==> config.mk <==
export PLATFORM = sky130hd
export DESIGN_NAME = nac_top
export DESIGN_NICKNAME = d
export VERILOG_FILES = /design/src/verilog/nac_pkg.sv /design/src/verilog/nac_top.sv
export SDC_FILE = /design/constraint.sdc
export NUM_CORES = 1
export LEC_CHECK = 0
export BUFFER_PORTS_ARGS = -buffer_cell sky130_fd_sc_hd__buf_2
export CAP_MARGIN = 20
export CORE_MARGIN = 3
export CORE_UTILIZATION = 41
export CTS_CLUSTER_DIAMETER = 200
export DETAILED_ROUTE_END_ITERATION = 8
export PLACE_DENSITY = 0.63
export SYNTH_ARGS = -nofsm -noshare
export SYNTH_HDL_FRONTEND = slang
export SYNTH_SLANG_ARGS = --single-unit
==> constraint.sdc <==
create_clock -name SYS_CLK_IN -period 10.11 [get_ports SYS_CLK_IN]
set_input_delay 1.5165 -clock SYS_CLK_IN [delete_from_list [all_inputs] [get_ports SYS_CLK_IN]]
set_output_delay 1.5165 -clock SYS_CLK_IN [all_outputs]
set_load 0.01 [all_outputs]
==> src/verilog/nac_pkg.sv <==
// constants and types for the association settings command block
// ----------------------------------------------------------------
// How it works
// (RULE1) lookup hit loads destination high/low, replies OK, leaves command mode
// (RULE2) no answer within 200 ms or blank argument aborts lookup with ERROR
// (RULE3) one-bit role, 0 end device, 1 coordinator, resets to 0
// (RULE4) channel mask bit n enables channel 0x0B plus n
// (RULE5) channel mask governs every active and energy scan of every origin
// (RULE6) high-power part forbids mask bits 0, 14, 15; mask resets to 0x1FFE
// (RULE7) scan exponent 0 to 0x0F, resets to 4
// (RULE8) scan time is channels times two to exponent times 15.36 ms
// (RULE9) high-power part scans at most 13 channels, mask 0x3FFE
// (RULE10) end device: exponent sets active scan length during joining
// (RULE11) host keeps exponent at or above highest coordinator beacon exponent
// (RULE12) coordinator: exponent sets active or energy scan per reassign option
// (RULE13) option bit 0 clear: own network only; set: any network
// (RULE14) option bit 1 clear: own channel only; set: any channel
// (RULE15) option bit 2 set keeps joining until success; clear joins only on a beacon network
// (RULE16) beacon network end device always joins regardless of bit 2
// (RULE17) option bit 3 set makes pin wake-up poll the coordinator
// (RULE18) option bits 4 to 7 reserved, valid 0 to 0x0F, resets to 0
// (RULE19) out-of-range write replies ERROR and keeps stored value
// ----------------------------------------------------------------
package nac_pkg;
    localparam int CLK_HZ            = 50_000_000;
    localparam int LOOKUP_TIMEOUT_MS = 200;
    localparam int LOOKUP_TIMEOUT_CYC = LOOKUP_TIMEOUT_MS * (CLK_HZ / 1000);
    localparam int SCAN_UNIT_US      = 15360;
    localparam int SCAN_UNIT_CYC     = SCAN_UNIT_US * (CLK_HZ / 1_000_000);

    localparam logic        ROLE_RST    = 1'b0;
    localparam logic        ROLE_MAX    = 1'b1;
    localparam logic [15:0] MASK_RST    = 16'h1FFE;
    localparam logic [15:0] HP_FORBID   = 16'hC001;
    localparam logic [15:0] HP_SCAN_MAX = 16'h3FFE;
    localparam logic [3:0]  EXP_RST     = 4'h4;
    localparam logic [15:0] EXP_MAX     = 16'h000F;
    localparam logic [7:0]  OPT_RST     = 8'h00;
    localparam logic [15:0] OPT_MAX     = 16'h000F;
    localparam logic [7:0]  FIRST_CHAN  = 8'h0B;
    localparam int          OPT_ANY_NET  = 0;
    localparam int          OPT_ANY_FREQ = 1;
    localparam int          OPT_KEEP     = 2;
    localparam int          OPT_POLL     = 3;
    localparam int          SCAN_TIME_W  = 20;

    typedef enum logic [3:0] {
        OP_RD_ROLE, OP_WR_ROLE, OP_RD_MASK, OP_WR_MASK,
        OP_RD_EXP, OP_WR_EXP, OP_RD_OPT, OP_WR_OPT, OP_LOOKUP
    } nac_op_t;

    typedef enum logic [1:0] {
        SK_CMD_ACTIVE, SK_CMD_ENERGY, SK_JOIN, SK_COORD_START
    } nac_scan_kind_t;

    typedef struct packed {
        nac_op_t     op;
        logic [15:0] value;
        logic        blank;
    } nac_cmd_t;

    typedef struct packed {
        logic        ok;
        logic        err;
        logic [15:0] data;
    } nac_reply_t;

    typedef enum {LK_IDLE, LK_WAIT} nac_lk_state_t;
    typedef enum {SC_IDLE, SC_DWELL} nac_sc_state_t;
endpackage : nac_pkg

==> src/verilog/nac_top.sv <==
// association settings, name lookup and scan sequencing
`timescale 1ns/100ps
`default_nettype none
module nac_top #(
    parameter bit HIGH_POWER  = 1'b1,
    parameter int TIMEOUT_CYC = nac_pkg::LOOKUP_TIMEOUT_CYC,
    parameter int UNIT_CYC    = nac_pkg::SCAN_UNIT_CYC
) (
    input  wire logic                     SYS_CLK_IN,
    input  wire logic                     RST_N_IN,
    input  wire logic                     CMD_VALID_IN,
    input  wire nac_pkg::nac_cmd_t        CMD_IN,
    output logic                          CMD_READY_OUT,
    output nac_pkg::nac_reply_t           REPLY_OUT,
    output logic                          EXIT_CMD_MODE_OUT,
    output logic                          LOOKUP_REQ_OUT,
    input  wire logic                     LOOKUP_HIT_IN,
    input  wire logic [63:0]              LOOKUP_ADDR_IN,
    output logic [31:0]                   DEST_ADDR_HIGH_OUT,
    output logic [31:0]                   DEST_ADDR_LOW_OUT,
    output logic                          ROLE_OUT,
    output logic [15:0]                   CHANNEL_MASK_OUT,
    output logic [3:0]                    SCAN_EXP_OUT,
    output logic [7:0]                    JOIN_OPTIONS_OUT,
    input  wire logic                     BEACON_NET_IN,
    output logic                          ANY_NETWORK_ALLOWED_OUT,
    output logic                          ANY_FREQUENCY_ALLOWED_OUT,
    output logic                          JOIN_ENABLE_OUT,
    input  wire logic                     WAKE_PIN_IN,
    output logic                          POLL_REQ_OUT,
    input  wire logic                     SCAN_REQ_IN,
    input  wire nac_pkg::nac_scan_kind_t  SCAN_KIND_IN,
    input  wire logic                     COORD_NET_REASSIGN_IN,
    input  wire logic                     COORD_CHAN_REASSIGN_IN,
    output logic                          SCAN_BUSY_OUT,
    output logic                          SCAN_ENERGY_OUT,
    output logic [7:0]                    SCAN_CHAN_OUT,
    output logic                          SCAN_DONE_OUT,
    output logic [nac_pkg::SCAN_TIME_W-1:0] SCAN_TIME_OUT
);
    localparam int LKW = $clog2(TIMEOUT_CYC + 1);
    localparam int UW  = $clog2(UNIT_CYC + 1);

    // ----------------------------------------------------------------
    // helpers
    // ----------------------------------------------------------------
    function automatic logic [4:0] nac_find(input logic [15:0] m, input logic [4:0] from);
        logic [4:0] r;
        r = 5'h00;
        for (int i = 15; i >= 0; i--) begin
            if (5'(i) >= from && m[i]) begin
                r = {1'b1, 4'(i)};
            end
        end
        return r;
    endfunction : nac_find

    function automatic logic [4:0] nac_count(input logic [15:0] m);
        logic [4:0] c;
        c = 5'h00;
        for (int i = 0; i < 16; i++) begin
            c = c + 5'(m[i]);
        end
        return c;
    endfunction : nac_count

    // ----------------------------------------------------------------
    // settings and command decode
    // ----------------------------------------------------------------
    logic                   role_q;
    logic [15:0]            mask_q;
    logic [3:0]             exp_q;
    logic [7:0]             opt_q;
    nac_pkg::nac_lk_state_t lk_state_q;
    logic [LKW-1:0]         lk_cnt_q;
    logic                   is_wr;
    logic                   wr_ok;
    logic                   take;
    logic [15:0]            rd_data;

    assign CMD_READY_OUT = (lk_state_q == nac_pkg::LK_IDLE);
    assign take          = CMD_VALID_IN && CMD_READY_OUT;

    always_comb begin
        is_wr   = 1'b0;
        wr_ok   = 1'b0;
        rd_data = 16'h0000;
        unique case (CMD_IN.op)
            nac_pkg::OP_RD_ROLE: rd_data = 16'(role_q);
            nac_pkg::OP_RD_MASK: rd_data = mask_q;
            nac_pkg::OP_RD_EXP:  rd_data = 16'(exp_q);
            nac_pkg::OP_RD_OPT:  rd_data = 16'(opt_q);
            nac_pkg::OP_WR_ROLE: begin
                is_wr = 1'b1;
                wr_ok = CMD_IN.value <= 16'(nac_pkg::ROLE_MAX); // [RULE3] [RULE19]
            end
            nac_pkg::OP_WR_MASK: begin
                is_wr = 1'b1;
                wr_ok = !(HIGH_POWER && |(CMD_IN.value & nac_pkg::HP_FORBID)); // [RULE6]
            end
            nac_pkg::OP_WR_EXP: begin
                is_wr = 1'b1;
                wr_ok = CMD_IN.value <= nac_pkg::EXP_MAX; // [RULE7] [RULE19]
            end
            nac_pkg::OP_WR_OPT: begin
                is_wr = 1'b1;
                wr_ok = CMD_IN.value <= nac_pkg::OPT_MAX; // [RULE18] [RULE19]
            end
            nac_pkg::OP_LOOKUP: rd_data = 16'h0000;
            default:            rd_data = 16'h0000;
        endcase
    end

    always_ff @(posedge SYS_CLK_IN or negedge RST_N_IN) begin
        if (!RST_N_IN) begin
            role_q <= nac_pkg::ROLE_RST; // [RULE3]
            mask_q <= nac_pkg::MASK_RST; // [RULE6]
            exp_q  <= nac_pkg::EXP_RST;  // [RULE7]
            opt_q  <= nac_pkg::OPT_RST;  // [RULE18]
        end else if (take && is_wr && wr_ok) begin
            unique case (CMD_IN.op)
                nac_pkg::OP_WR_ROLE: role_q <= CMD_IN.value[0];
                nac_pkg::OP_WR_MASK: mask_q <= CMD_IN.value; // [RULE4]
                nac_pkg::OP_WR_EXP:  exp_q  <= CMD_IN.value[3:0];
                nac_pkg::OP_WR_OPT:  opt_q  <= CMD_IN.value[7:0];
                default:             opt_q  <= opt_q;
            endcase
        end
    end

    assign ROLE_OUT         = role_q;
    assign CHANNEL_MASK_OUT = mask_q;
    assign SCAN_EXP_OUT     = exp_q;
    assign JOIN_OPTIONS_OUT = opt_q;

    // ----------------------------------------------------------------
    // name lookup and replies
    // ----------------------------------------------------------------
    logic        lk_expire;
    logic [31:0] dest_hi_q;
    logic [31:0] dest_lo_q;
    nac_pkg::nac_reply_t reply_q;
    logic        exit_q;
    logic        lk_req_q;

    assign lk_expire = (lk_cnt_q == LKW'(TIMEOUT_CYC - 1));

    always_ff @(posedge SYS_CLK_IN or negedge RST_N_IN) begin
        if (!RST_N_IN) begin
            lk_state_q <= nac_pkg::LK_IDLE;
            lk_cnt_q   <= '0;
            lk_req_q   <= 1'b0;
        end else begin
            lk_req_q <= 1'b0;
            unique case (lk_state_q)
                nac_pkg::LK_IDLE: begin
                    lk_cnt_q <= '0;
                    if (take && CMD_IN.op == nac_pkg::OP_LOOKUP && !CMD_IN.blank) begin
                        lk_state_q <= nac_pkg::LK_WAIT;
                        lk_req_q   <= 1'b1;
                    end
                end
                nac_pkg::LK_WAIT: begin
                    lk_cnt_q <= lk_cnt_q + LKW'(1);
                    if (LOOKUP_HIT_IN || lk_expire) begin
                        lk_state_q <= nac_pkg::LK_IDLE; // [RULE2]
                    end
                end
            endcase
        end
    end

    always_ff @(posedge SYS_CLK_IN or negedge RST_N_IN) begin
        if (!RST_N_IN) begin
            dest_hi_q <= 32'h0000_0000;
            dest_lo_q <= 32'h0000_0000;
        end else if (lk_state_q == nac_pkg::LK_WAIT && LOOKUP_HIT_IN) begin
            dest_hi_q <= LOOKUP_ADDR_IN[63:32]; // [RULE1]
            dest_lo_q <= LOOKUP_ADDR_IN[31:0];  // [RULE1]
        end
    end

    always_ff @(posedge SYS_CLK_IN or negedge RST_N_IN) begin
        if (!RST_N_IN) begin
            reply_q <= '0;
            exit_q  <= 1'b0;
        end else begin
            reply_q.ok  <= 1'b0;
            reply_q.err <= 1'b0;
            exit_q      <= 1'b0;
            if (lk_state_q == nac_pkg::LK_WAIT) begin
                if (LOOKUP_HIT_IN) begin
                    reply_q.ok <= 1'b1; // [RULE1]
                    exit_q     <= 1'b1; // [RULE1]
                end else if (lk_expire) begin
                    reply_q.err <= 1'b1; // [RULE2]
                end
            end else if (CMD_VALID_IN) begin
                if (CMD_IN.op == nac_pkg::OP_LOOKUP) begin
                    reply_q.err <= CMD_IN.blank; // [RULE2]
                end else begin
                    reply_q.ok   <= !is_wr || wr_ok;
                    reply_q.err  <= is_wr && !wr_ok; // [RULE19]
                    reply_q.data <= rd_data;
                end
            end
        end
    end

    assign REPLY_OUT          = reply_q;
    assign EXIT_CMD_MODE_OUT  = exit_q;
    assign LOOKUP_REQ_OUT     = lk_req_q;
    assign DEST_ADDR_HIGH_OUT = dest_hi_q;
    assign DEST_ADDR_LOW_OUT  = dest_lo_q;

    // ----------------------------------------------------------------
    // joining options and pin wake poll
    // ----------------------------------------------------------------
    logic wake_s1_q;
    logic wake_s2_q;
    logic wake_s3_q;
    logic poll_q;

    assign ANY_NETWORK_ALLOWED_OUT   = opt_q[nac_pkg::OPT_ANY_NET];  // [RULE13]
    assign ANY_FREQUENCY_ALLOWED_OUT = opt_q[nac_pkg::OPT_ANY_FREQ]; // [RULE14]
    assign JOIN_ENABLE_OUT = !role_q &&
        (BEACON_NET_IN || opt_q[nac_pkg::OPT_KEEP]); // [RULE15] [RULE16]

    always_ff @(posedge SYS_CLK_IN or negedge RST_N_IN) begin
        if (!RST_N_IN) begin
            wake_s1_q <= 1'b0;
            wake_s2_q <= 1'b0;
            wake_s3_q <= 1'b0;
            poll_q    <= 1'b0;
        end else begin
            wake_s1_q <= WAKE_PIN_IN;
            wake_s2_q <= wake_s1_q;
            wake_s3_q <= wake_s2_q;
            poll_q    <= wake_s2_q && !wake_s3_q && opt_q[nac_pkg::OPT_POLL]; // [RULE17]
        end
    end

    assign POLL_REQ_OUT = poll_q;

    // ----------------------------------------------------------------
    // scan sequencing
    // ----------------------------------------------------------------
    nac_pkg::nac_sc_state_t sc_state_q;
    logic [15:0]    mask_eff;
    logic [15:0]    scan_mask_q;
    logic [3:0]     chan_idx_q;
    logic           energy_q;
    logic           energy_next_q;
    logic           done_q;
    logic [UW-1:0]  unit_cnt_q;
    logic [15:0]    rep_cnt_q;
    logic [4:0]     first_hit;
    logic [4:0]     again_hit;
    logic [4:0]     next_hit;
    logic           dwell_end;
    logic           want_act;
    logic           want_en;
    logic [nac_pkg::SCAN_TIME_W-1:0] time_q;

    assign mask_eff  = HIGH_POWER ? (mask_q & nac_pkg::HP_SCAN_MAX) : mask_q; // [RULE9]
    assign first_hit = nac_find(mask_eff, 5'h00); // [RULE5]
    assign again_hit = nac_find(scan_mask_q, 5'h00);
    assign next_hit  = nac_find(scan_mask_q, 5'(chan_idx_q) + 5'h01);
    assign dwell_end = (unit_cnt_q == UW'(UNIT_CYC - 1)) &&
                       (rep_cnt_q == ((16'h0001 << exp_q) - 16'h0001)); // [RULE10] [RULE12]

    always_comb begin
        want_act = 1'b0;
        want_en  = 1'b0;
        unique case (SCAN_KIND_IN)
            nac_pkg::SK_CMD_ACTIVE:  want_act = 1'b1;
            nac_pkg::SK_CMD_ENERGY:  want_en  = 1'b1;
            nac_pkg::SK_JOIN:        want_act = 1'b1; // [RULE10]
            nac_pkg::SK_COORD_START: begin
                want_act = COORD_NET_REASSIGN_IN;  // [RULE12]
                want_en  = COORD_CHAN_REASSIGN_IN; // [RULE12]
            end
        endcase
    end

    always_ff @(posedge SYS_CLK_IN or negedge RST_N_IN) begin
        if (!RST_N_IN) begin
            sc_state_q    <= nac_pkg::SC_IDLE;
            scan_mask_q   <= 16'h0000;
            chan_idx_q    <= 4'h0;
            energy_q      <= 1'b0;
            energy_next_q <= 1'b0;
            done_q        <= 1'b0;
            unit_cnt_q    <= '0;
            rep_cnt_q     <= 16'h0000;
        end else begin
            done_q <= 1'b0;
            unique case (sc_state_q)
                nac_pkg::SC_IDLE: begin
                    unit_cnt_q <= '0;
                    rep_cnt_q  <= 16'h0000;
                    if (SCAN_REQ_IN) begin
                        scan_mask_q   <= mask_eff;
                        energy_q      <= want_en && !want_act;
                        energy_next_q <= want_en && want_act;
                        chan_idx_q    <= first_hit[3:0];
                        if (first_hit[4] && (want_act || want_en)) begin
                            sc_state_q <= nac_pkg::SC_DWELL;
                        end else begin
                            done_q <= 1'b1;
                        end
                    end
                end
                nac_pkg::SC_DWELL: begin
                    if (unit_cnt_q == UW'(UNIT_CYC - 1)) begin
                        unit_cnt_q <= '0;
                        rep_cnt_q  <= rep_cnt_q + 16'h0001;
                    end else begin
                        unit_cnt_q <= unit_cnt_q + UW'(1);
                    end
                    if (dwell_end) begin
                        rep_cnt_q <= 16'h0000;
                        if (next_hit[4]) begin
                            chan_idx_q <= next_hit[3:0];
                        end else if (energy_next_q) begin
                            energy_next_q <= 1'b0;
                            energy_q      <= 1'b1;
                            chan_idx_q    <= again_hit[3:0];
                        end else begin
                            sc_state_q <= nac_pkg::SC_IDLE;
                            done_q     <= 1'b1;
                        end
                    end
                end
            endcase
        end
    end

    always_ff @(posedge SYS_CLK_IN or negedge RST_N_IN) begin
        if (!RST_N_IN) begin
            time_q <= '0;
        end else begin
            time_q <= nac_pkg::SCAN_TIME_W'(nac_count(mask_eff)) << exp_q; // [RULE8]
        end
    end

    assign SCAN_BUSY_OUT   = (sc_state_q == nac_pkg::SC_DWELL);
    assign SCAN_ENERGY_OUT = energy_q;
    assign SCAN_CHAN_OUT   = nac_pkg::FIRST_CHAN + 8'(chan_idx_q); // [RULE4]
    assign SCAN_DONE_OUT   = done_q;
    assign SCAN_TIME_OUT   = time_q;
endmodule : nac_top
`default_nettype wire

==> impl_metrics.json <==
{
  "finalNonFillerCells": 1598,
  "worst_ep_arrival_time_ps": 4890,
  "power.density_nw_per_um2": 158,
  "crit_required_ps": 10480,
  "tritoncts": "yes",
  "post-route-period-util_pct": 44.7,
  "ys_seq_elements": 218,
  "synth_area_sq_um": 10800,
  "synthCells": 1025,
  "numClockSinks": 218,
  "grt_max_degree": 78,
  "clock_latency_ps": 540,
  "final_common_cell": "buf_2",
  "port_buffers": 240,
  "power_switching_uw": 515,
  "yosysWarnings": 0,
  "start_kind": "register",
  "htree_levels": 1,
  "cts_buffer_depth": 3,
  "dp.cells": 1551,
  "ctsResizeCount": 0,
  "hpwl_microns": 21400,
  "finalMaxSlewViolations": 0,
  "wl_per_cell_microns": 18.4,
  "clkPwrFrac_pct": 41.5,
  "die_h_microns": 169,
  "netlist.area_leader.share_pct": 47.3,
  "final-setup-viol-count": 0,
  "max_cap_viol_count": 0,
  "areaGrowthSynthToFinish_pct": 20.3,
  "final_cell_mix": "buf_2, dfrtp_1, nor2_1",
  "detail-route-antenna-nets": 0,
  "ir_drop_mv": 0.148,
  "cts-buffers-inserted": 25,
  "p_leak_nw": 6.14,
  "start_util_pct": 42.3,
  "holdWs_ps": 352,
  "chipWidth_microns": 169,
  "worstPathMaxFanout": 5,
  "vias": 8596,
  "drtPass1Iterations": 5,
  "max_freq_mhz": 221,
  "die-area_sq_um": 28400,
  "syn_area_per_cell_sq_um": 10.6,
  "synth-edff-count": 0,
  "worstSetupEndpointType": "register",
  "cts-root-buf": "clkbuf_16",
  "fin_worst_skew_ps": 21.9,
  "grt_pass1_wl_microns": 46300,
  "synth_area_leaders": "dfrtp_1, mux2_2, nor2_1, dfstp_2, xor2_1",
  "synth_top_area_cell": "dfrtp_1",
  "p_int_mw": 1.55,
  "post-route-drc-count": 0,
  "clkSlewWorstSetupHoldPaths_ps": 60,
  "rows": 58,
  "grt_pass1_vias": 8476,
  "cts_hold_buffers": 0,
  "grt-ovfl-total": 0,
  "gp_congestion": 0.833,
  "layout-drive-gt1-share_pct": 31.9,
  "path_class": "register to register",
  "antenna_found_initial": 9,
  "nets": 1363,
  "pwr-share-seq_pct": 47.3,
  "maxSlewHeadroom_pct": 25.1,
  "rsz0062_at_grt": "false",
  "core_sq_um": 25600,
  "tightest_slew_ps": 1110,
  "switching_share_pct": 25.0,
  "ios": 245,
  "finalPower_mw": 2.06,
  "async_reset_ff_share_pct": 100,
  "ys_seq_area_share_pct": 50.5,
  "tns_ps": 0,
  "synth_cell_types": 77,
  "post_cts_buffers": 0,
  "synth_ff_type": "dfrtp_1",
  "drt_iter0_drc": 652,
  "fin_crit_ps": 4520,
  "finalHoldViolations": 0,
  "track_usage_pct": 20.0,
  "via_per_inst": 5.38,
  "power_frac_comb_pct": 11.2,
  "status": "finished clean",
  "hold_path.class": "register to register",
  "wl_microns": 29300
}
[cell families after synthesis]
logic type	count (synthesis)	share of synthesized area, %
simple gates	365	17.3
flops	218	50.5
compound gates	162	9.76
mux	108	11.3
buf+inv	95	3.80
xor+xnor	57	4.60
fa+ha+maj	19	2.75
other cells	1	0.0346
[sequential cells by signal (all words and copies together) (netlist names), 4 cells and up]
register            count
JOIN_OPTIONS_OUT        8
chan_idx_q              4
CHANNEL_MASK_OUT       16
lk_cnt_q               24
SCAN_TIME_OUT          19
DEST_ADDR_HIGH_OUT     32
DEST_ADDR_LOW_OUT      32
REPLY_OUT              18
unit_cnt_q             20
rep_cnt_q              16
SCAN_EXP_OUT            4
scan_mask_q            13
[through the flow]
step | util (%) | setup WS (ps) | instance area [sq um]
after floorplan | - | 5900 | 10900
after global placement | 47.9 | 5720 | 12300
after detailed placement | 47.9 | 5630 | 12300
after CTS | 50.9 | 5620 | 13000
after global routing | 50.9 | 5270 | 13000
final | 50.9 | 5590 | 13000
[critical path, cell delays in order (launching register included)]
cell and delay [ps]:
dfstp_2 570, inv_1 100, fa_1 580, fa_1 450, fa_1 520, fa_1 440, fa_1 420, fa_1 390
xor2_1 170, nand2_1 70, o21ai_0 210, nor2_1 70, a21oi_1 290, nor3_1 100
[power groups by stage]
stage                     Combinational [mW]  Clock (mW)  Sequential [mW]
after floorplan                       0.0731           0             1.02
after global placement                 0.233           0            0.988
after detailed placement               0.236           0            0.989
after CTS                              0.236       0.876            0.976
after global routing                   0.254       0.910            0.985
final                                  0.231       0.855            0.976
[synthesized netlist by cell type, types with 17 or more instances]
library cell and n:
clkbuf_1 33, nand2_1 66, o21ai_0 50, nor3_1 25
inv_1 40, xor2_1 37, and2_1 17, mux2_2 89
nor2_1 96, nand4_1 22, a21oi_1 32, xnor2_1 20
nand3_1 43, dfrtp_1 205
[layout make-up]
| cell class | count | area, sq um |
|---|---|---|
| Fill cell | 2374 | 12600 |
| Antenna cell | 2 | 5.00 |
| Clock inverter | 6 | 70.1 |
| Sequential cell | 218 | 5470 |
| Timing Repair Buffer | 246 | 1260 |
| Clock buffer | 39 | 688 |
| Inverter | 42 | 158 |
| Multi-Input combinational cell | 715 | 4980 |
| Tap cell | 330 | 413 |
[metal layers]
metal / GRT usage, % / wire length, microns / up-vias
met3: 6.14 / 2350 / 63
li1: - / - / 4068
met1: 25.6 / 12100 / 4172
met5: 0 / 80 / -
met2: 32.9 / 13900 / 279
met4: 5.69 / 860 / 14
[path summary, 6_finish.rpt]
check / from / end / slack, ps / cells after the start
setup reg to reg: CHANNEL_MASK_OUT[6] / SCAN_TIME_OUT[3] / 5590 / 13
hold / removal: wake_s1_q / wake_s2_q / 350 / 0
min in group asynchronous: RST_N_IN / rep_cnt_q[9] / 940 / 1
setup / recovery: CHANNEL_MASK_OUT[6] / SCAN_TIME_OUT[3] / 5590 / 13
max in group asynchronous: RST_N_IN / SCAN_EXP_OUT[1] / 7690 / 2
hold reg to reg: wake_s1_q / wake_s2_q / 350 / 0
Power figures use the tool's default switching activity.
